### src/design/dumc_regs.svh
// register map, field layout and reset constants for the update-mode block
// Summary of operation
// [RULE_01] every converter starts in immediate update mode after reset
// [RULE_02] a one in timed-select bit n puts converter n in timed mode
// [RULE_03] a one in immediate-select bit n puts converter n in immediate mode
// [RULE_04] a zero in either select register leaves that converter's mode alone
// [RULE_05] software writes zeros to all reserved upper bits
// [RULE_06] deferred-mode bit one enrolls converter n, zero removes it
// [RULE_07] deferred converters take every update pulse while timed-select is set
// [RULE_08] deferred converters hold new values until the pulse, moving together
// [RULE_09] the waveform clear strobe leaves deferred membership untouched
// [RULE_10] each sequence write enrolls the converter numbered in bits 2 to 0; the code drops writes once eight entries are held
// [RULE_11] waveform samples reach converters in the order they were written
// [RULE_12] with misc bit 1 set, programmable-full flag raises an interrupt
// [RULE_13] software answers that interrupt by feeding more samples to the fifo
// [RULE_14] misc bit 0 masks the update pulse to all sequence-enrolled converters
// [RULE_15] software issues the clear strobe after each waveform operation
// [RULE_16] immediate converters change on write, timed ones only on a pulse
// [RULE_17] a direct data write loads its converter without using the fifo
// [RULE_18] direct data is twelve-bit straight binary in bits 11 to 0
`ifndef DUMC_REGS_SVH
`define DUMC_REGS_SVH
`define DUMC_APB_AW 8
`define DUMC_IDX_W 6
`define DUMC_IDX_DIRECT_HI 3'h0
`define DUMC_IDX_TIMED 6'h10
`define DUMC_IDX_IMMED 6'h11
`define DUMC_IDX_DEFER 6'h14
`define DUMC_IDX_WAVE 6'h15
`define DUMC_IDX_MISC 6'h16
`define DUMC_IDX_STATUS 6'h20
`define DUMC_IDX_IRQ_ST 6'h21
`define DUMC_IDX_IRQ_MASK 6'h22
`define DUMC_NUM_DAC 8
`define DUMC_DAC_W 12
`define DUMC_SEQ_DEPTH 8
`define DUMC_MODE_MSB 7
`define DUMC_WAVE_NUM_MSB 2
`define DUMC_DATA_MSB 11
`define DUMC_MISC_CLR_BIT 0
`define DUMC_MISC_PFF_EN_BIT 1
`define DUMC_ST_TIMED_LSB 0
`define DUMC_ST_DEFER_LSB 8
`define DUMC_ST_ENROL_LSB 16
`define DUMC_ST_COUNT_LSB 24
`define DUMC_ST_PFF_BIT 28
`define DUMC_IRQ_W 3
`define DUMC_IRQ_PFF_BIT 0
`define DUMC_IRQ_OVF_BIT 1
`define DUMC_IRQ_UPD_BIT 2
`define DUMC_TIMED_RST 8'h00
`define DUMC_DEFER_RST 8'h00
`define DUMC_ENROL_RST 8'h00
`define DUMC_MASK_RST 3'h1
`define DUMC_DAC_RST 12'h000
`endif

### src/design/dumc_pkg.sv
// types shared by the update-mode block
`include "dumc_regs.svh"
package dumc_pkg;
	typedef logic [`DUMC_DAC_W-1:0] dumc_dac_t;
	typedef logic [`DUMC_WAVE_NUM_MSB:0] dumc_num_t;
	typedef logic [`DUMC_MODE_MSB:0] dumc_mask_t;
	typedef enum {
		DUMC_REG_NONE,
		DUMC_REG_DIRECT,
		DUMC_REG_TIMED,
		DUMC_REG_IMMED,
		DUMC_REG_DEFER,
		DUMC_REG_WAVE,
		DUMC_REG_MISC,
		DUMC_REG_STATUS,
		DUMC_REG_IRQ_ST,
		DUMC_REG_IRQ_MASK
	} dumc_reg_e;
endpackage : dumc_pkg

### src/design/dumc_seq_if.sv
// sequence memory port between controller and storage
`timescale 1ns/1ps
interface dumc_seq_if #(parameter int PTR_W = 3);
	logic wr_en;
	logic [PTR_W-1:0] wr_addr;
	logic [2:0] wr_num;
	logic [PTR_W-1:0] rd_addr;
	logic [2:0] rd_num;
	modport ctrl (output wr_en, output wr_addr, output wr_num,
		output rd_addr, input rd_num);
	modport mem (input wr_en, input wr_addr, input wr_num,
		input rd_addr, output rd_num);
endinterface : dumc_seq_if

### src/design/dumc_seq_mem.sv
// ordered list of converter numbers for waveform generation
`timescale 1ns/1ps
`include "dumc_regs.svh"
module dumc_seq_mem import dumc_pkg::*; #(
	parameter int DEPTH = `DUMC_SEQ_DEPTH,
	parameter int PTR_W = 3
) (
	input wire logic pclk,
	input wire logic presetn,
	dumc_seq_if.mem seq
);
	dumc_num_t mem_r [DEPTH];
	dumc_num_t mem_nxt [DEPTH];
	dumc_num_t rd_r;
	dumc_num_t rd_nxt;

	always_comb begin
		for (int i = 0; i < DEPTH; i++) begin
			mem_nxt[i] = mem_r[i];
			if (seq.wr_en && (int'(seq.wr_addr) == i)) begin
				mem_nxt[i] = seq.wr_num;
			end
		end
		// registered read: old entry if read and write meet
		rd_nxt = mem_r[seq.rd_addr];
	end

	always_ff @(posedge pclk or negedge presetn) begin
		if (!presetn) begin
			for (int i = 0; i < DEPTH; i++) begin
				mem_r[i] <= 3'h0;
			end
			rd_r <= 3'h0;
		end else begin
			for (int i = 0; i < DEPTH; i++) begin
				mem_r[i] <= mem_nxt[i];
			end
			rd_r <= rd_nxt;
		end
	end

	assign seq.rd_num = rd_r;
endmodule : dumc_seq_mem

### src/design/dumc_update_ctrl.sv
// converter update-mode control with apb registers and waveform sequencing
//
// Implementation choice: the APB slave port.
`timescale 1ns/1ps
`include "dumc_regs.svh"
module dumc_update_ctrl import dumc_pkg::*; #(
	parameter int SEQ_DEPTH = `DUMC_SEQ_DEPTH
) (
	input wire logic pclk,
	input wire logic presetn,
	input wire logic psel,
	input wire logic penable,
	input wire logic pwrite,
	input wire logic [`DUMC_APB_AW-1:0] paddr,
	input wire logic [31:0] pwdata,
	output logic [31:0] prdata,
	output logic pready,
	output logic pslverr,
	input wire logic update_pulse,
	input wire logic fifo_prog_full_flag,
	input wire logic wave_valid,
	input wire logic [`DUMC_DAC_W-1:0] wave_data,
	output logic wave_ready,
	output logic [`DUMC_NUM_DAC*`DUMC_DAC_W-1:0] dac_value,
	output logic [`DUMC_NUM_DAC-1:0] dac_timed,
	output logic irq
);
	localparam int NDAC = `DUMC_NUM_DAC;
	localparam int PTR_W = (SEQ_DEPTH > 1) ? $clog2(SEQ_DEPTH) : 1;
	localparam int CNT_W = $clog2(SEQ_DEPTH + 1);

	// bus side
	logic [`DUMC_IDX_W-1:0] idx;
	dumc_reg_e reg_sel;
	logic setup;
	logic wr;
	logic pready_r;
	logic pready_nxt;
	logic pslverr_r;
	logic pslverr_nxt;
	logic [31:0] prdata_r;
	logic [31:0] prdata_nxt;

	// mode and enrollment state
	dumc_mask_t timed_r;
	dumc_mask_t timed_nxt;
	dumc_mask_t defer_r;
	dumc_mask_t defer_nxt;
	dumc_mask_t enrol_r;
	dumc_mask_t enrol_nxt;
	logic pff_en_r;
	logic pff_en_nxt;

	// sequence state
	logic [CNT_W-1:0] cnt_r;
	logic [CNT_W-1:0] cnt_nxt;
	logic [PTR_W-1:0] ptr_r;
	logic [PTR_W-1:0] ptr_nxt;
	logic [CNT_W-1:0] ptr_inc;
	logic wave_ready_r;
	logic wave_ready_nxt;
	logic seq_wr;
	logic seq_full;
	logic wg_clr;
	logic wave_acc;

	// converter data
	dumc_dac_t pend_r [NDAC];
	dumc_dac_t pend_nxt [NDAC];
	dumc_dac_t out_r [NDAC];
	dumc_dac_t out_nxt [NDAC];
	dumc_mask_t upd_hit;

	// interrupt state
	logic [`DUMC_IRQ_W-1:0] irqst_r;
	logic [`DUMC_IRQ_W-1:0] irqst_nxt;
	logic [`DUMC_IRQ_W-1:0] irq_set;
	logic [`DUMC_IRQ_W-1:0] irq_clr;
	logic [`DUMC_IRQ_W-1:0] mask_r;
	logic [`DUMC_IRQ_W-1:0] mask_nxt;
	logic irq_r;
	logic irq_nxt;

	dumc_seq_if #(.PTR_W(PTR_W)) seq ();

	dumc_seq_mem #(
		.DEPTH(SEQ_DEPTH),
		.PTR_W(PTR_W)
	) u_seq_mem (
		.pclk(pclk),
		.presetn(presetn),
		.seq(seq)
	);

	assign idx = paddr[`DUMC_IDX_W+1:2];

	always_comb begin
		reg_sel = DUMC_REG_NONE;
		if (paddr[1:0] == 2'b00) begin
			if (idx[`DUMC_IDX_W-1:3] == `DUMC_IDX_DIRECT_HI) begin
				reg_sel = DUMC_REG_DIRECT;
			end else begin
				case (idx)
					`DUMC_IDX_TIMED: reg_sel = DUMC_REG_TIMED;
					`DUMC_IDX_IMMED: reg_sel = DUMC_REG_IMMED;
					`DUMC_IDX_DEFER: reg_sel = DUMC_REG_DEFER;
					`DUMC_IDX_WAVE: reg_sel = DUMC_REG_WAVE;
					`DUMC_IDX_MISC: reg_sel = DUMC_REG_MISC;
					`DUMC_IDX_STATUS: reg_sel = DUMC_REG_STATUS;
					`DUMC_IDX_IRQ_ST: reg_sel = DUMC_REG_IRQ_ST;
					`DUMC_IDX_IRQ_MASK: reg_sel = DUMC_REG_IRQ_MASK;
					default: reg_sel = DUMC_REG_NONE;
				endcase
			end
		end
	end

	// answer is prepared in setup so every bus output is a flop
	assign setup = psel && !penable;
	assign wr = psel && penable && pready_r && pwrite;

	always_comb begin
		pready_nxt = setup;
		pslverr_nxt = setup && (reg_sel == DUMC_REG_NONE);
		prdata_nxt = 32'h0000_0000;
		if (setup && !pwrite) begin
			case (reg_sel)
				DUMC_REG_STATUS: begin
					prdata_nxt[`DUMC_ST_TIMED_LSB +: 8] = timed_r;
					prdata_nxt[`DUMC_ST_DEFER_LSB +: 8] = defer_r;
					prdata_nxt[`DUMC_ST_ENROL_LSB +: 8] = enrol_r;
					prdata_nxt[`DUMC_ST_COUNT_LSB +: 4] = 4'(cnt_r);
					prdata_nxt[`DUMC_ST_PFF_BIT] = fifo_prog_full_flag;
				end
				DUMC_REG_IRQ_ST: begin
					prdata_nxt[`DUMC_IRQ_W-1:0] = irqst_r;
				end
				DUMC_REG_IRQ_MASK: begin
					prdata_nxt[`DUMC_IRQ_W-1:0] = mask_r;
				end
				default: begin
					// write-only registers read as zero
					prdata_nxt = 32'h0000_0000;
				end
			endcase
		end
	end

	// reserved upper bits are simply not looked at
	always_comb begin
		timed_nxt = timed_r;
		defer_nxt = defer_r;
		pff_en_nxt = pff_en_r;
		mask_nxt = mask_r;
		if (wr) begin
			case (reg_sel)
				DUMC_REG_TIMED: begin
					timed_nxt = timed_r | pwdata[`DUMC_MODE_MSB:0]; // see [RULE_02] [RULE_04]
				end
				DUMC_REG_IMMED: begin
					timed_nxt = timed_r & ~pwdata[`DUMC_MODE_MSB:0]; // see [RULE_03] [RULE_04]
				end
				DUMC_REG_DEFER: begin
					defer_nxt = pwdata[`DUMC_MODE_MSB:0]; // see [RULE_06]
				end
				DUMC_REG_MISC: begin
					pff_en_nxt = pwdata[`DUMC_MISC_PFF_EN_BIT]; // see [RULE_12]
				end
				DUMC_REG_IRQ_MASK: begin
					mask_nxt = pwdata[`DUMC_IRQ_W-1:0];
				end
				default: begin
					timed_nxt = timed_r;
				end
			endcase
		end
	end

	// sequence list: append on write, walk cyclically per sample
	assign seq_full = (cnt_r == CNT_W'(SEQ_DEPTH));
	assign seq_wr = wr && (reg_sel == DUMC_REG_WAVE);
	assign wg_clr = wr && (reg_sel == DUMC_REG_MISC) &&
		pwdata[`DUMC_MISC_CLR_BIT];
	assign wave_acc = wave_valid && wave_ready_r;
	assign ptr_inc = CNT_W'(ptr_r) + CNT_W'(1);

	assign seq.wr_en = seq_wr && !seq_full; // see [RULE_10] [RULE_11]
	assign seq.wr_addr = cnt_r[PTR_W-1:0];
	assign seq.wr_num = pwdata[`DUMC_WAVE_NUM_MSB:0];
	assign seq.rd_addr = ptr_r;

	always_comb begin
		cnt_nxt = cnt_r;
		ptr_nxt = ptr_r;
		enrol_nxt = enrol_r;
		if (seq.wr_en) begin
			cnt_nxt = cnt_r + CNT_W'(1);
			enrol_nxt[seq.wr_num] = 1'b1; // see [RULE_10]
		end
		if (wave_acc) begin
			// first written is first served, then wrap round
			if (ptr_inc >= cnt_r) begin // see [RULE_11]
				ptr_nxt = '0;
			end else begin
				ptr_nxt = ptr_inc[PTR_W-1:0];
			end
		end
		// deferred membership lives apart and survives this
		if (wg_clr) begin // see [RULE_14] [RULE_09]
			cnt_nxt = '0;
			ptr_nxt = '0;
			enrol_nxt = `DUMC_ENROL_RST;
		end
		// one bubble after each sample lets the list read settle;
		// costs half the sample rate, saves a bypass path
		wave_ready_nxt = (cnt_r != '0) && !wave_acc && !wg_clr;
	end

	always_comb begin
		upd_hit = '0;
		for (int n = 0; n < NDAC; n++) begin
			pend_nxt[n] = pend_r[n];
			out_nxt[n] = out_r[n];
			// deferred timed converters take every pulse; sequence members only
			// until the clear strobe drops them
			if (update_pulse && timed_r[n] &&
				(defer_r[n] || enrol_r[n])) begin // see [RULE_07] [RULE_14]
				out_nxt[n] = pend_r[n]; // see [RULE_08] [RULE_16]
				upd_hit[n] = 1'b1;
			end
			if (wave_acc && (int'(seq.rd_num) == n)) begin // see [RULE_11]
				pend_nxt[n] = wave_data;
				if (!timed_r[n]) begin
					out_nxt[n] = wave_data; // see [RULE_16]
				end
			end
			// direct write last: it wins over a sample in the same cycle
			if (wr && (reg_sel == DUMC_REG_DIRECT) &&
				(int'(idx[2:0]) == n)) begin // see [RULE_17]
				pend_nxt[n] = pwdata[`DUMC_DATA_MSB:0]; // see [RULE_18]
				if (!timed_r[n]) begin
					out_nxt[n] = pwdata[`DUMC_DATA_MSB:0]; // see [RULE_16]
				end
			end
		end
	end

	// sticky events, set beats a same-cycle clear
	always_comb begin
		irq_set = '0;
		irq_set[`DUMC_IRQ_PFF_BIT] = fifo_prog_full_flag && pff_en_r; // see [RULE_12]
		irq_set[`DUMC_IRQ_OVF_BIT] = seq_wr && seq_full;
		irq_set[`DUMC_IRQ_UPD_BIT] = |upd_hit;
		irq_clr = '0;
		if (wr && (reg_sel == DUMC_REG_IRQ_ST)) begin
			irq_clr = pwdata[`DUMC_IRQ_W-1:0];
		end
		irqst_nxt = (irqst_r & ~irq_clr) | irq_set;
		irq_nxt = |(irqst_nxt & mask_nxt); // see [RULE_12]
	end

	always_ff @(posedge pclk or negedge presetn) begin
		if (!presetn) begin
			pready_r <= 1'b0;
			pslverr_r <= 1'b0;
			prdata_r <= 32'h0000_0000;
		end else begin
			pready_r <= pready_nxt;
			pslverr_r <= pslverr_nxt;
			prdata_r <= prdata_nxt;
		end
	end

	always_ff @(posedge pclk or negedge presetn) begin
		if (!presetn) begin
			timed_r <= `DUMC_TIMED_RST; // see [RULE_01]
			defer_r <= `DUMC_DEFER_RST;
			pff_en_r <= 1'b0;
			mask_r <= `DUMC_MASK_RST;
		end else begin
			timed_r <= timed_nxt;
			defer_r <= defer_nxt;
			pff_en_r <= pff_en_nxt;
			mask_r <= mask_nxt;
		end
	end

	always_ff @(posedge pclk or negedge presetn) begin
		if (!presetn) begin
			cnt_r <= '0;
			ptr_r <= '0;
			enrol_r <= `DUMC_ENROL_RST;
			wave_ready_r <= 1'b0;
		end else begin
			cnt_r <= cnt_nxt;
			ptr_r <= ptr_nxt;
			enrol_r <= enrol_nxt;
			wave_ready_r <= wave_ready_nxt;
		end
	end

	always_ff @(posedge pclk or negedge presetn) begin
		if (!presetn) begin
			for (int n = 0; n < NDAC; n++) begin
				pend_r[n] <= `DUMC_DAC_RST;
				out_r[n] <= `DUMC_DAC_RST;
			end
		end else begin
			for (int n = 0; n < NDAC; n++) begin
				pend_r[n] <= pend_nxt[n];
				out_r[n] <= out_nxt[n];
			end
		end
	end

	always_ff @(posedge pclk or negedge presetn) begin
		if (!presetn) begin
			irqst_r <= '0;
			irq_r <= 1'b0;
		end else begin
			irqst_r <= irqst_nxt;
			irq_r <= irq_nxt;
		end
	end

	always_comb begin
		for (int n = 0; n < NDAC; n++) begin
			dac_value[n*`DUMC_DAC_W +: `DUMC_DAC_W] = out_r[n];
		end
	end

	assign prdata = prdata_r;
	assign pready = pready_r;
	assign pslverr = pslverr_r;
	assign wave_ready = wave_ready_r;
	assign dac_timed = timed_r;
	assign irq = irq_r;
endmodule : dumc_update_ctrl

### config.mk
export PLATFORM = sky130hd
export DESIGN_NAME = dumc_update_ctrl
export DESIGN_NICKNAME = d
export VERILOG_FILES = /design/src/design/dumc_pkg.sv /design/src/design/dumc_seq_if.sv /design/src/design/dumc_seq_mem.sv /design/src/design/dumc_update_ctrl.sv
export VERILOG_INCLUDE_DIRS = /design/src /design/src/design
export SDC_FILE = /design/constraint.sdc
export NUM_CORES = 1
export LEC_CHECK = 0
export BUFFER_PORTS_ARGS = -buffer_cell sky130_fd_sc_hd__buf_2
export CORE_MARGIN = 1.5
export CORE_UTILIZATION = 37
export CTS_CLUSTER_DIAMETER = 150
export DETAILED_ROUTE_END_ITERATION = 12
export HOLD_SLACK_MARGIN = 0.02
export PLACE_DENSITY = 0.6
export SYNTH_ARGS = -nofsm -noshare
export SYNTH_HDL_FRONTEND = slang
export SYNTH_SLANG_ARGS = --single-unit
export TNS_END_PERCENT = 20
### constraint.sdc
create_clock -name pclk -period 2.99 [get_ports pclk]
set_input_delay 0.598 -clock pclk [delete_from_list [all_inputs] [get_ports pclk]]
set_output_delay 0.598 -clock pclk [all_outputs]
set_load 0.03 [all_outputs]
### After elaboration in Yosys (flattened, before gate mapping)

Cells that the tools add are included.

| operators by class | value |
|---|---|
| add/subtract/negate cells | 2 |
| $lt $le $gt $ge | 4 |
| eq/ne operators | 41 |
| muxes and demuxes | 86 |
| bitwise operators | 9 |
| reductions and logical operators | 94 |

Operators by type and width:

| cell | number |
|---|---|
| 12-bit two-way mux | 56 |
| 32-bit by 4-bit equality test with 1-bit output, second input constant | 4 |
| 32-bit by 2-bit equality test with 1-bit output, second input constant | 3 |
| 32-bit by 3-bit equality test with 1-bit output, second input constant | 3 |
| 32-bit two-way mux | 2 |
| 1-bit logical AND | 58 |
| 3-bit equality test, second input constant | 12 |
| 32-bit by 5-bit equality test with 1-bit output, second input constant | 1 |
| 32-bit logical NOT | 1 |
| 4-bit case mux with 8 select lines | 1 |
| 6-bit by 5-bit equality test with 1-bit output, second input constant | 5 |
| 29-bit two-way mux | 1 |
| 26-bit two-way mux | 1 |
| 3-bit two-way mux | 8 |
| 2-bit nonzero test | 11 |
| 3-bit by 2-bit equality test with 1-bit output, second input constant | 6 |
| 6-bit equality test, second input constant | 3 |
| 8-bit two-way mux | 2 |
| 8-bit bitwise OR | 2 |
| 8-bit case mux with 2 select lines | 1 |
| 3-bit logical NOT | 4 |
| 3-bit binary-select mux with 3-bit select | 1 |
| 3-bit by 1-bit equality test with 1-bit output, second input constant | 3 |
| 1-bit two-way mux | 9 |
| other kinds (23) | 38 |

| word-level totals | value |
|---|---|
| flip-flop bits (word level) | 293 |
| output and inout bits | 140 |

### Depth between registers and ports, before layout

Gate-level depths: netlist of run 1.

| logic depth | value |
|---|---|
| depth after elaboration | 12 |
| depth in mapped cells | 8 |
| gate-level depth less buffers | 6 |

### Cells and area by module

Synthesis of run 1 repeated with hierarchy kept, for this count alone.

| second synthesis, totals | value |
|---|---|
| cells, all modules | 1,299 |
| area total of the unflattened synthesis | 15,234.6 um2 |

Modules (own cells, without submodules):

| module | instances | cells each | area each (um2) | seq. area each (um2) |
|---|---|---|---|---|
| dumc_update_ctrl | 1 | 1,230 | 14,000.9 | 6,582.6 |
| dumc_seq_mem | 1 | 69 | 1,233.7 | 675.6 |

### Least setup slack after synthesis of run 1

OpenSTA, ideal clock, no wires.

| timing path | value |
|---|---|
| kind | input -> register |
| from | input port paddr[5] |
| to | register u_seq_mem.mem_r[3] (netlist bit) |
| setup time | 0.125 ns |
| data arrival time | 2.438 ns |
| data required time | 2.865 ns |
| path slack | 0.427 ns |
| cell stages on the path | 8 |
| buffers on the path | 3 |
| path through | buf_6 -> or4_4 -> o22ai_4 -> and4_1 -> buf_4 -> buf_12 -> nand4_4 -> mux2_4 |

| on the way | value |
|---|---|
| cells in the longest elaborated chain, start to end | 8 |
| elaborated cells on any way between the ends | 16 |
| those cells by class | eq/ne: 9; mux: 3; reduce/logical: 4 |

Ends and longest elaborated chain:

| what | RTL line | RTL |
|---|---|---|
| start, declared | dumc_update_ctrl.sv:14 | `` input wire logic [`DUMC_APB_AW-1:0] paddr, `` |
| 6-bit equality test / 6-bit by 5-bit equality test with 1-bit output (equally long branches) | dumc_update_ctrl.sv:103 | `case (idx)` |
| 4-bit case mux with 8 select lines | dumc_update_ctrl.sv:103 |  |
| 32-bit two-way mux * | dumc_update_ctrl.sv:100 | `` if (idx[`DUMC_IDX_W-1:3] == `DUMC_IDX_DIRECT_HI) begin `` |
| 32-bit two-way mux * | dumc_update_ctrl.sv:99 | `if (paddr[1:0] == 2'b00) begin` |
| 32-bit by 4-bit equality test with 1-bit output * | dumc_update_ctrl.sv:181 | `assign seq_wr = wr && (reg_sel == DUMC_REG_WAVE);` |
| 1-bit logical AND * | dumc_update_ctrl.sv:181 |  |
| 1-bit logical AND * | dumc_update_ctrl.sv:187 | `assign seq.wr_en = seq_wr && !seq_full;` |
| 1-bit logical AND * | dumc_seq_mem.sv:20 | `if (seq.wr_en && (int'(seq.wr_addr) == i)) begin` |
| end signal, assigned by index | dumc_seq_mem.sv:36 | `mem_r[i] <= mem_nxt[i];` |
| end, declared | dumc_seq_mem.sv:12 | `dumc_num_t mem_r [DEPTH];` |

Mark *: on every way between the ends. The rest lies on a longest branch, timed or not.
A chain may end at the register's enable or synchronous reset.

### Worst setup path in the final report of run 1

| timing path | value |
|---|---|
| from | input port paddr[5] |
| to | register u_seq_mem.mem_r[10] (netlist bit) |

The elaborated chain is that of the path after synthesis.

==> results of run 1 <==
state kept, by name, indices dropped and copies added (netlist names), 3 cells and up, named ones only:
signal / flops
cnt_r: 4
dac_value: 96
defer_r: 8
enrol_r: 8
irqst_r: 3
mask_r: 3
pend_r: 96
prdata: 29
ptr_r: 3
u_seq_mem.mem_r: 24
u_seq_mem.seq.rd_num: 3
per-layer routing:
layer  GRT usage [%]  wire [um]  up-vias
met4           8.095       1412        0
met2           34.16      20500      310
met5               0          0        -
li1                -          -     5304
met1           29.87      20270     5630
met3           3.178       2012       79
per-stage QoR:
step	instance area [um^2]	hold WS, ns	setup TNS, ns	utilization (%)	instances
after floorplan	14800	0.3024	0	-	1422
after global placement	16460	0.4834	0	41.62	2067
after detailed placement	16460	0.4901	-0.01907	41.62	2067
after CTS	17620	0.03129	0	44.56	2124
after global routing	17630	0.02608	0	44.58	2127
final	17630	-0.006495	0	44.58	2127
cell usage after synthesis (all sizes together), types with 2 or more instances:
| cell | n |
|---|---|
| mux2i | 279 |
| and4 | 5 |
| inv | 26 |
| a22o | 5 |
| nand3 | 14 |
| or3 | 5 |
| nand2b | 8 |
| buf | 33 |
| nor3 | 19 |
| a2111oi | 2 |
| nor2 | 151 |
| o22ai | 2 |
| o21ai | 79 |
| ha | 11 |
| mux4 | 6 |
| dfrtp | 289 |
| and3 | 4 |
| a2111o | 2 |
| or4 | 4 |
| nand2 | 86 |
| clkbuf | 95 |
| a211oi | 3 |
| and2 | 25 |
| a21oi | 148 |
| nor2b | 7 |
| a31o | 3 |
| o32a | 3 |
| mux2 | 41 |
| a31oi | 4 |
| nand4 | 18 |
| nor4 | 11 |
| or2 | 4 |
| o211ai | 12 |
layout make-up:
class | instances | area, um^2
antenna | 3 | 7.507
clock buffer | 40 | 893.4
clock inverter | 17 | 267.8
fill | 3701 | 21920
inverter | 26 | 97.59
multi-input combinational | 978 | 6967
sequential | 290 | 7258
tap | 525 | 656.9
timing repair buffer | 248 | 1481
worst max-delay path by stage:
stage / start / slack [ns] / depth (start not counted) / to
after floorplan: paddr[5] / 0.43 / 8 / u_seq_mem.mem_r[3]$_DFFE_PN0P_
final: paddr[5] / 0.51 / 6 / u_seq_mem.mem_r[10]$_DFFE_PN0P_
after detailed placement: paddr[5] / -0.007 / 6 / u_seq_mem.mem_r[10]$_DFFE_PN0P_
after global placement: paddr[5] / 0.02 / 6 / u_seq_mem.mem_r[11]$_DFFE_PN0P_
after CTS: paddr[5] / 0.56 / 6 / u_seq_mem.mem_r[10]$_DFFE_PN0P_
after global routing: paddr[5] / 0.40 / 6 / u_seq_mem.mem_r[15]$_DFFE_PN0P_
critical path: cells and delay by family:
| family | cells | cell delay (ns) |
|---|---|---|
| AOI/OAI and AO/OA | 1 | 0.17 |
| buffers and inverters | 1 | 0.16 |
| muxes | 1 | 0.34 |
| and+or+nand+nor | 3 | 1.62 |
cell families after synthesis:
family	after synthesis	synth area share, %
simple gates	366	12.16
mux	326	23.14
flops	290	49.07
compound gates	271	10.27
buf+inv	154	4.348
fa+ha+maj	11	0.9305
other cells	1	0.02535
xor+xnor	1	0.05922
power groups by stage:
stage                     Combinational [mW]  Clock [mW]  Sequential (mW)
after CTS                              0.469        4.47             4.00
final                                  0.464        4.40             4.00
after floorplan                        0.200           0             4.09
after global routing                   0.510        4.64             4.00
after detailed placement               0.467           0             4.07
after global placement                 0.461           0             4.06
==> flow_summary.toml, run 1 <==
[timing]
fin_worst_skew_ns = 0.01767
finalHoldViolCount = 4
worst_pin_slew_ns = 0.7991
clock.fmax_mhz = 403.3
worst_slack_ns = 0.5105
final-setup-viol-count = 0
rsz0062_at_grt = "no"
fin_crit_sh_pct = 82.93
fin_crit_ns = 2.480
timing.hold.ws_ns = -0.006495
max-slew-margin-rel_pct = 46.72
slew_viol_final = 0

[setup_path]
critPathKind = "primary input to register"
endpoint_kind = "register"
r2r_slack_ns = 0.69
reg2reg_depth = 4
crit_path_max_fanout = 15
r2r_end = "u_seq_mem.mem_r[10]$_DFFE_PN0P_"
crit_arrival_ns = 2.90
max_stage_delay_ns = 0.74
required_ns = 3.41
start_kind = "primary input"
slowest_stage = "and4_1"
crit_chain = "buf_2 -> or4_4 -> o22ai_4 -> and4_1 -> nand4_1 -> mux2_2"
r2r-start = "pready$_DFF_PN0_"

[final_layout]
final_cell_mix = "dfrtp_1 (289), mux2i_1 (279), buf_2 (175)"
fin_nets = 1649
drive_gt1_share_pct = 23.76
area_growth_pct = 19.18
final_common_cell = "dfrtp_1"

[die]
die_h_um = 202.9
start_util_pct = 37.40
rows = 73
die_x_um = 202.9
dieArea_um2 = 41190
core_um2 = 39550
io_pins = 200

[synthesis]
async_flop_share_pct = 100.0
yosysWarnings = 0
synth.top_cells.by_area = "dfrtp_1 (49%), mux2i_1 (19%), a21oi_1 (5.0%)"
synth_edf_count = 0
synth_top_area_share_pct = 48.89
yosysUniqueCellTypes = 65
syn_inst = 1420
synth_top_cell_by_area = "dfrtp_1"
synth-seq-area-share_pct = 49.07
synth_flop_cell = "dfrtp_1"
synth-seq-cells = 290
synth.avg_cell_area_um2 = 10.42
syn-cell-area_um2 = 14790

[clocking]
htreeDepth = 2
cts_sinks = 290
clk_latency_ns = 0.53
post_cts_resized = 0
clk_pin_slew_ns = 0.06
postCtsHoldBufs = 0
numCtsBuffers = 34
cts_setup_buffers = 0
clockRootBuffer = "clkbuf_16"
cts_buffer_depth = 3
cts_tree = "yes"

[grt]
grt_max_degree = 75
overflow = 0
grt_usage_pct = 21.57
grt_pass1_vias = 11421
grt_pass1_wl_mm = 68.75
antenna_found_initial = 3

[pwr]
netSwitchingFraction_pct = 23.72
p_comb_share_pct = 5.2
p_leak_nw = 9.601
finalPower_mw = 8.854
p_sw_mw = 2.100
power.internal_mw = 6.754
p_seq_share_pct = 45.1
clkPwrFrac_pct = 49.6
power.density_cell_area_nw_per_um2 = 502.2
peakVddDrop_mv = 0.2697

[route]
drc_errors = 0
wl_per_cell_um = 20.78
first_pass_iters = 7
vias = 11323
wl_mm = 44.20
drtAntennaViolNets = 0
first_iter_violations = 781
viasPerCell = 5.323

[min_path]
hold_class = "primary input to asynchronous set/reset pin"

[outcome]
violations = "hold timing"
status = "finished with violations"

[placed_design]
port_buffers = 176
dp_hpwl_mm = 31.00
dp_slack_ns = -0.006668
gp_congestion = 0.9041

[flow_run]
cap_violations = 0
Note: power is estimated with default switching activity, not from simulation.
==> run 2, diff against run 1 <==
--- a/config.mk
+++ b/config.mk
@@ -6,13 +6,14 @@
 export SDC_FILE = /design/constraint.sdc
 export NUM_CORES = 1
 export LEC_CHECK = 0
+export ABC_AREA = 1
 export BUFFER_PORTS_ARGS = -buffer_cell sky130_fd_sc_hd__buf_2
 export CORE_MARGIN = 1.5
 export CORE_UTILIZATION = 37
 export CTS_CLUSTER_DIAMETER = 150
 export DETAILED_ROUTE_END_ITERATION = 12
 export HOLD_SLACK_MARGIN = 0.02
-export PLACE_DENSITY = 0.6
+export PLACE_DENSITY = 0.62
 export SYNTH_ARGS = -nofsm -noshare
 export SYNTH_HDL_FRONTEND = slang
 export SYNTH_SLANG_ARGS = --single-unit
==> constraint.sdc (replaced) <==
create_clock -name pclk -period 2.1 [get_ports pclk]
set_input_delay 0.42 -clock pclk [delete_from_list [all_inputs] [get_ports pclk]]
set_output_delay 0.42 -clock pclk [all_outputs]
set_load 0.03 [all_outputs]
==> flow_summary.toml, run 2 <==
[outcome]
status = "finished clean"

[synthesis]
synth_top_cell_by_area = "dfrtp_1"
synth_compound_area_share_pct = 11.62
synth_simple_gate_area_share_pct = 33.35
muxShareOfSynthArea_pct = 0.9053
synth.avg_cell_area_um2 = 6.998
synth_flop_cell = "dfrtp_1"
yosysUniqueCellTypes = 36
synthTopCellsByCount = "nand2_1 (752), o21ai_0 (306), dfrtp_1 (289)"
syn_inst = 2370
synth_top_area_share_pct = 43.61
syn-cell-area_um2 = 16580
synth-seq-area-share_pct = 43.76
synth-seq-cells = 290
synth_top_family_by_area = "simple AND/OR/NAND/NOR gates"
synth_edf_count = 0
yosysMostFrequentCell = "nand2_1"
async_flop_share_pct = 100.0
synth.top_cells.by_area = "dfrtp_1 (44%), nand2_1 (17%), o21ai_0 (9.2%)"
synthXorXnorAreaFrac_pct = 0.1056
synth_fa_ha_area_share_pct = 0.8299
yosysWarnings = 0

[grt]
grt_usage_pct = 27.48
overflow = 0
antenna_found_initial = 0
grt_max_degree = 60
grt_pass1_vias = 16237
grt_pass1_wl_mm = 97.75

[clocking]
numCtsBuffers = 38
htreeDepth = 2
cts_sinks = 290
cts_setup_buffers = 0
clk_pin_slew_ns = 0.06
cts_tree = "yes"
clockRootBuffer = "clkbuf_16"
clk_latency_ns = 0.56
cts_buffer_depth = 3

[setup_path]
crit_path_max_fanout = 27
start_kind = "register"
critPathKind = "register to output pin"
required_ns = 1.68
crit_arrival_ns = 1.52
endpoint_kind = "output pin"

[route]
wl_mm = 64.08
vias = 17301
wl_per_cell_um = 20.05
wl_met2_mm = 29.33
first_pass_iters = 6
viasPerCell = 5.413
highest_layer = "met4"
first_iter_violations = 1927
drtAntennaViolNets = 0
met3WireLength_mm = 5.184
drc_errors = 0
wl_met1_mm = 27.09

[placed_design]
gp_congestion = 0.9064
dp.cells = 3129
dp_hpwl_mm = 44.12
port_buffers = 176
placed_cell_area_um2 = 19030

[timing]
fin_crit_sh_pct = 92.29
timing.hold.ws_ns = 0.09521
fin_crit_ns = 1.938
final-setup-viol-count = 0
rsz0062_at_grt = "no"
slew_viol_final = 0
clock.fmax_mhz = 516.0
max-slew-margin-rel_pct = 47.17
worst_pin_slew_ns = 0.7915
fin_tns_setup_ns = 0
finalHoldViolCount = 0
fin_worst_skew_ns = 0.01814

[final_layout]
final_cell_mix = "nand2_1 (752), o21ai_0 (306), dfrtp_1 (289)"
num_antenna_cells = 0
regArea_um2 = 7258
area_growth_pct = 22.29
fillers = 4415
layout.cells.non_filler = 3196
final_area_um2 = 20280
multi_input_area_um2 = 7781
fin_nets = 2649
final_common_cell = "nand2_1"
drive_gt1_share_pct = 16.78

[die]
rows = 77
core_um2 = 44220
die_x_um = 214.7
start_util_pct = 37.50
io_pins = 200
die_h_um = 214.7
dieArea_um2 = 46100

[pwr]
power.density_cell_area_nw_per_um2 = 653.9
finalPower_mw = 13.26
peakVddDrop_mv = 0.4649
p_leak_nw = 10.04

[min_path]
hold_class = "primary input to register"

[flow_run]
cap_violations = 0
[run 2: changes by cell type in the layout (fill, tap and decap cells not counted), moves of 28 or more]
cell,before,now
nand2_1,86,752
nand3_1,13,216
buf_4,68,143
a21oi_1,148,10
inv_1,26,199
o21ai_0,78,306
nand4_1,15,106
mux2_2,28,0
mux2i_1,279,15
[run 2: logic make-up (layout without fill, tap and decap cells)]
logic type | after synthesis | count (layout)
xor+xnor | 2 | 2
simple gates | 1282 | 1282
compound gates | 371 | 371
fa+ha+maj | 11 | 11
buf+inv | 398 | 630
flops | 290 | 290
other cells | 1 | 3
mux | 15 | 15
[run 2: stage by stage]
step,utilization (%),worst slack [ns]
4_1_cts,45.85,0.1305
3_3_place_gp,43.04,-0.1596
6_report,45.86,0.1619
5_1_grt,45.86,0.006359
2_1_floorplan,-,0.1175
3_5_place_dp,43.04,-0.1945
[run 2: cell type report]
class                           instances  share of cell area [%]
Multi-Input combinational cell       1684                   38.37
Sequential cell                       290                   35.79
Timing Repair Buffer                  343                   12.00
Clock buffer                           55                   5.447
Inverter                              221                   4.102
Tap cell                              592                   3.652
Clock inverter                         11                  0.6416
[run 2: final timing paths]
check                                             from                 endpoint  slack (ns)  cells past startpoint
worst min register to register  pend_r[72]$_DFFE_PN0P_   pend_r[72]$_DFFE_PN0P_        0.48                      2
worst min-delay path                           penable         pready$_DFF_PN0_         0.1                      2
worst max register to register    ptr_r[0]$_DFFE_PN0P_     ptr_r[0]$_DFFE_PN0P_        0.18                      7
min in group asynchronous                      presetn  dac_value[18]$_DFF_PN0_        0.35                      2
max in group asynchronous                      presetn      prdata[6]$_DFF_PN0_        1.03                      3
worst max-delay path                          register             dac_timed[1]        0.16                      2
[run 2: repair_timing]
action	in CTS	in global routing
hold buffers	1	0
resized for setup	0	1
hold endpoints to repair	34	0
setup endpoints to repair	0	1
[run 2: routing by layer]
metal / GRT usage (%) / up-vias
met4: 11.27 / 0
met5: 0 / -
met2: 43.47 / 789
met3: 4.812 / 138
met1: 37.19 / 8266
li1: - / 8108
[run 2: worst max-delay path, cell delays in order, from the launching register on]
cell     delay (ns)
dfrtp_1        0.37
buf_4          0.30
buf_2          0.28
[run 2: power breakdown]
group | internal, mW | switching (mW) | leakage, nW
clock | 3.90 | 2.60 | 0.607
combinational | 0.253 | 0.805 | 5.51
sequential | 5.65 | 0.0523 | 3.92
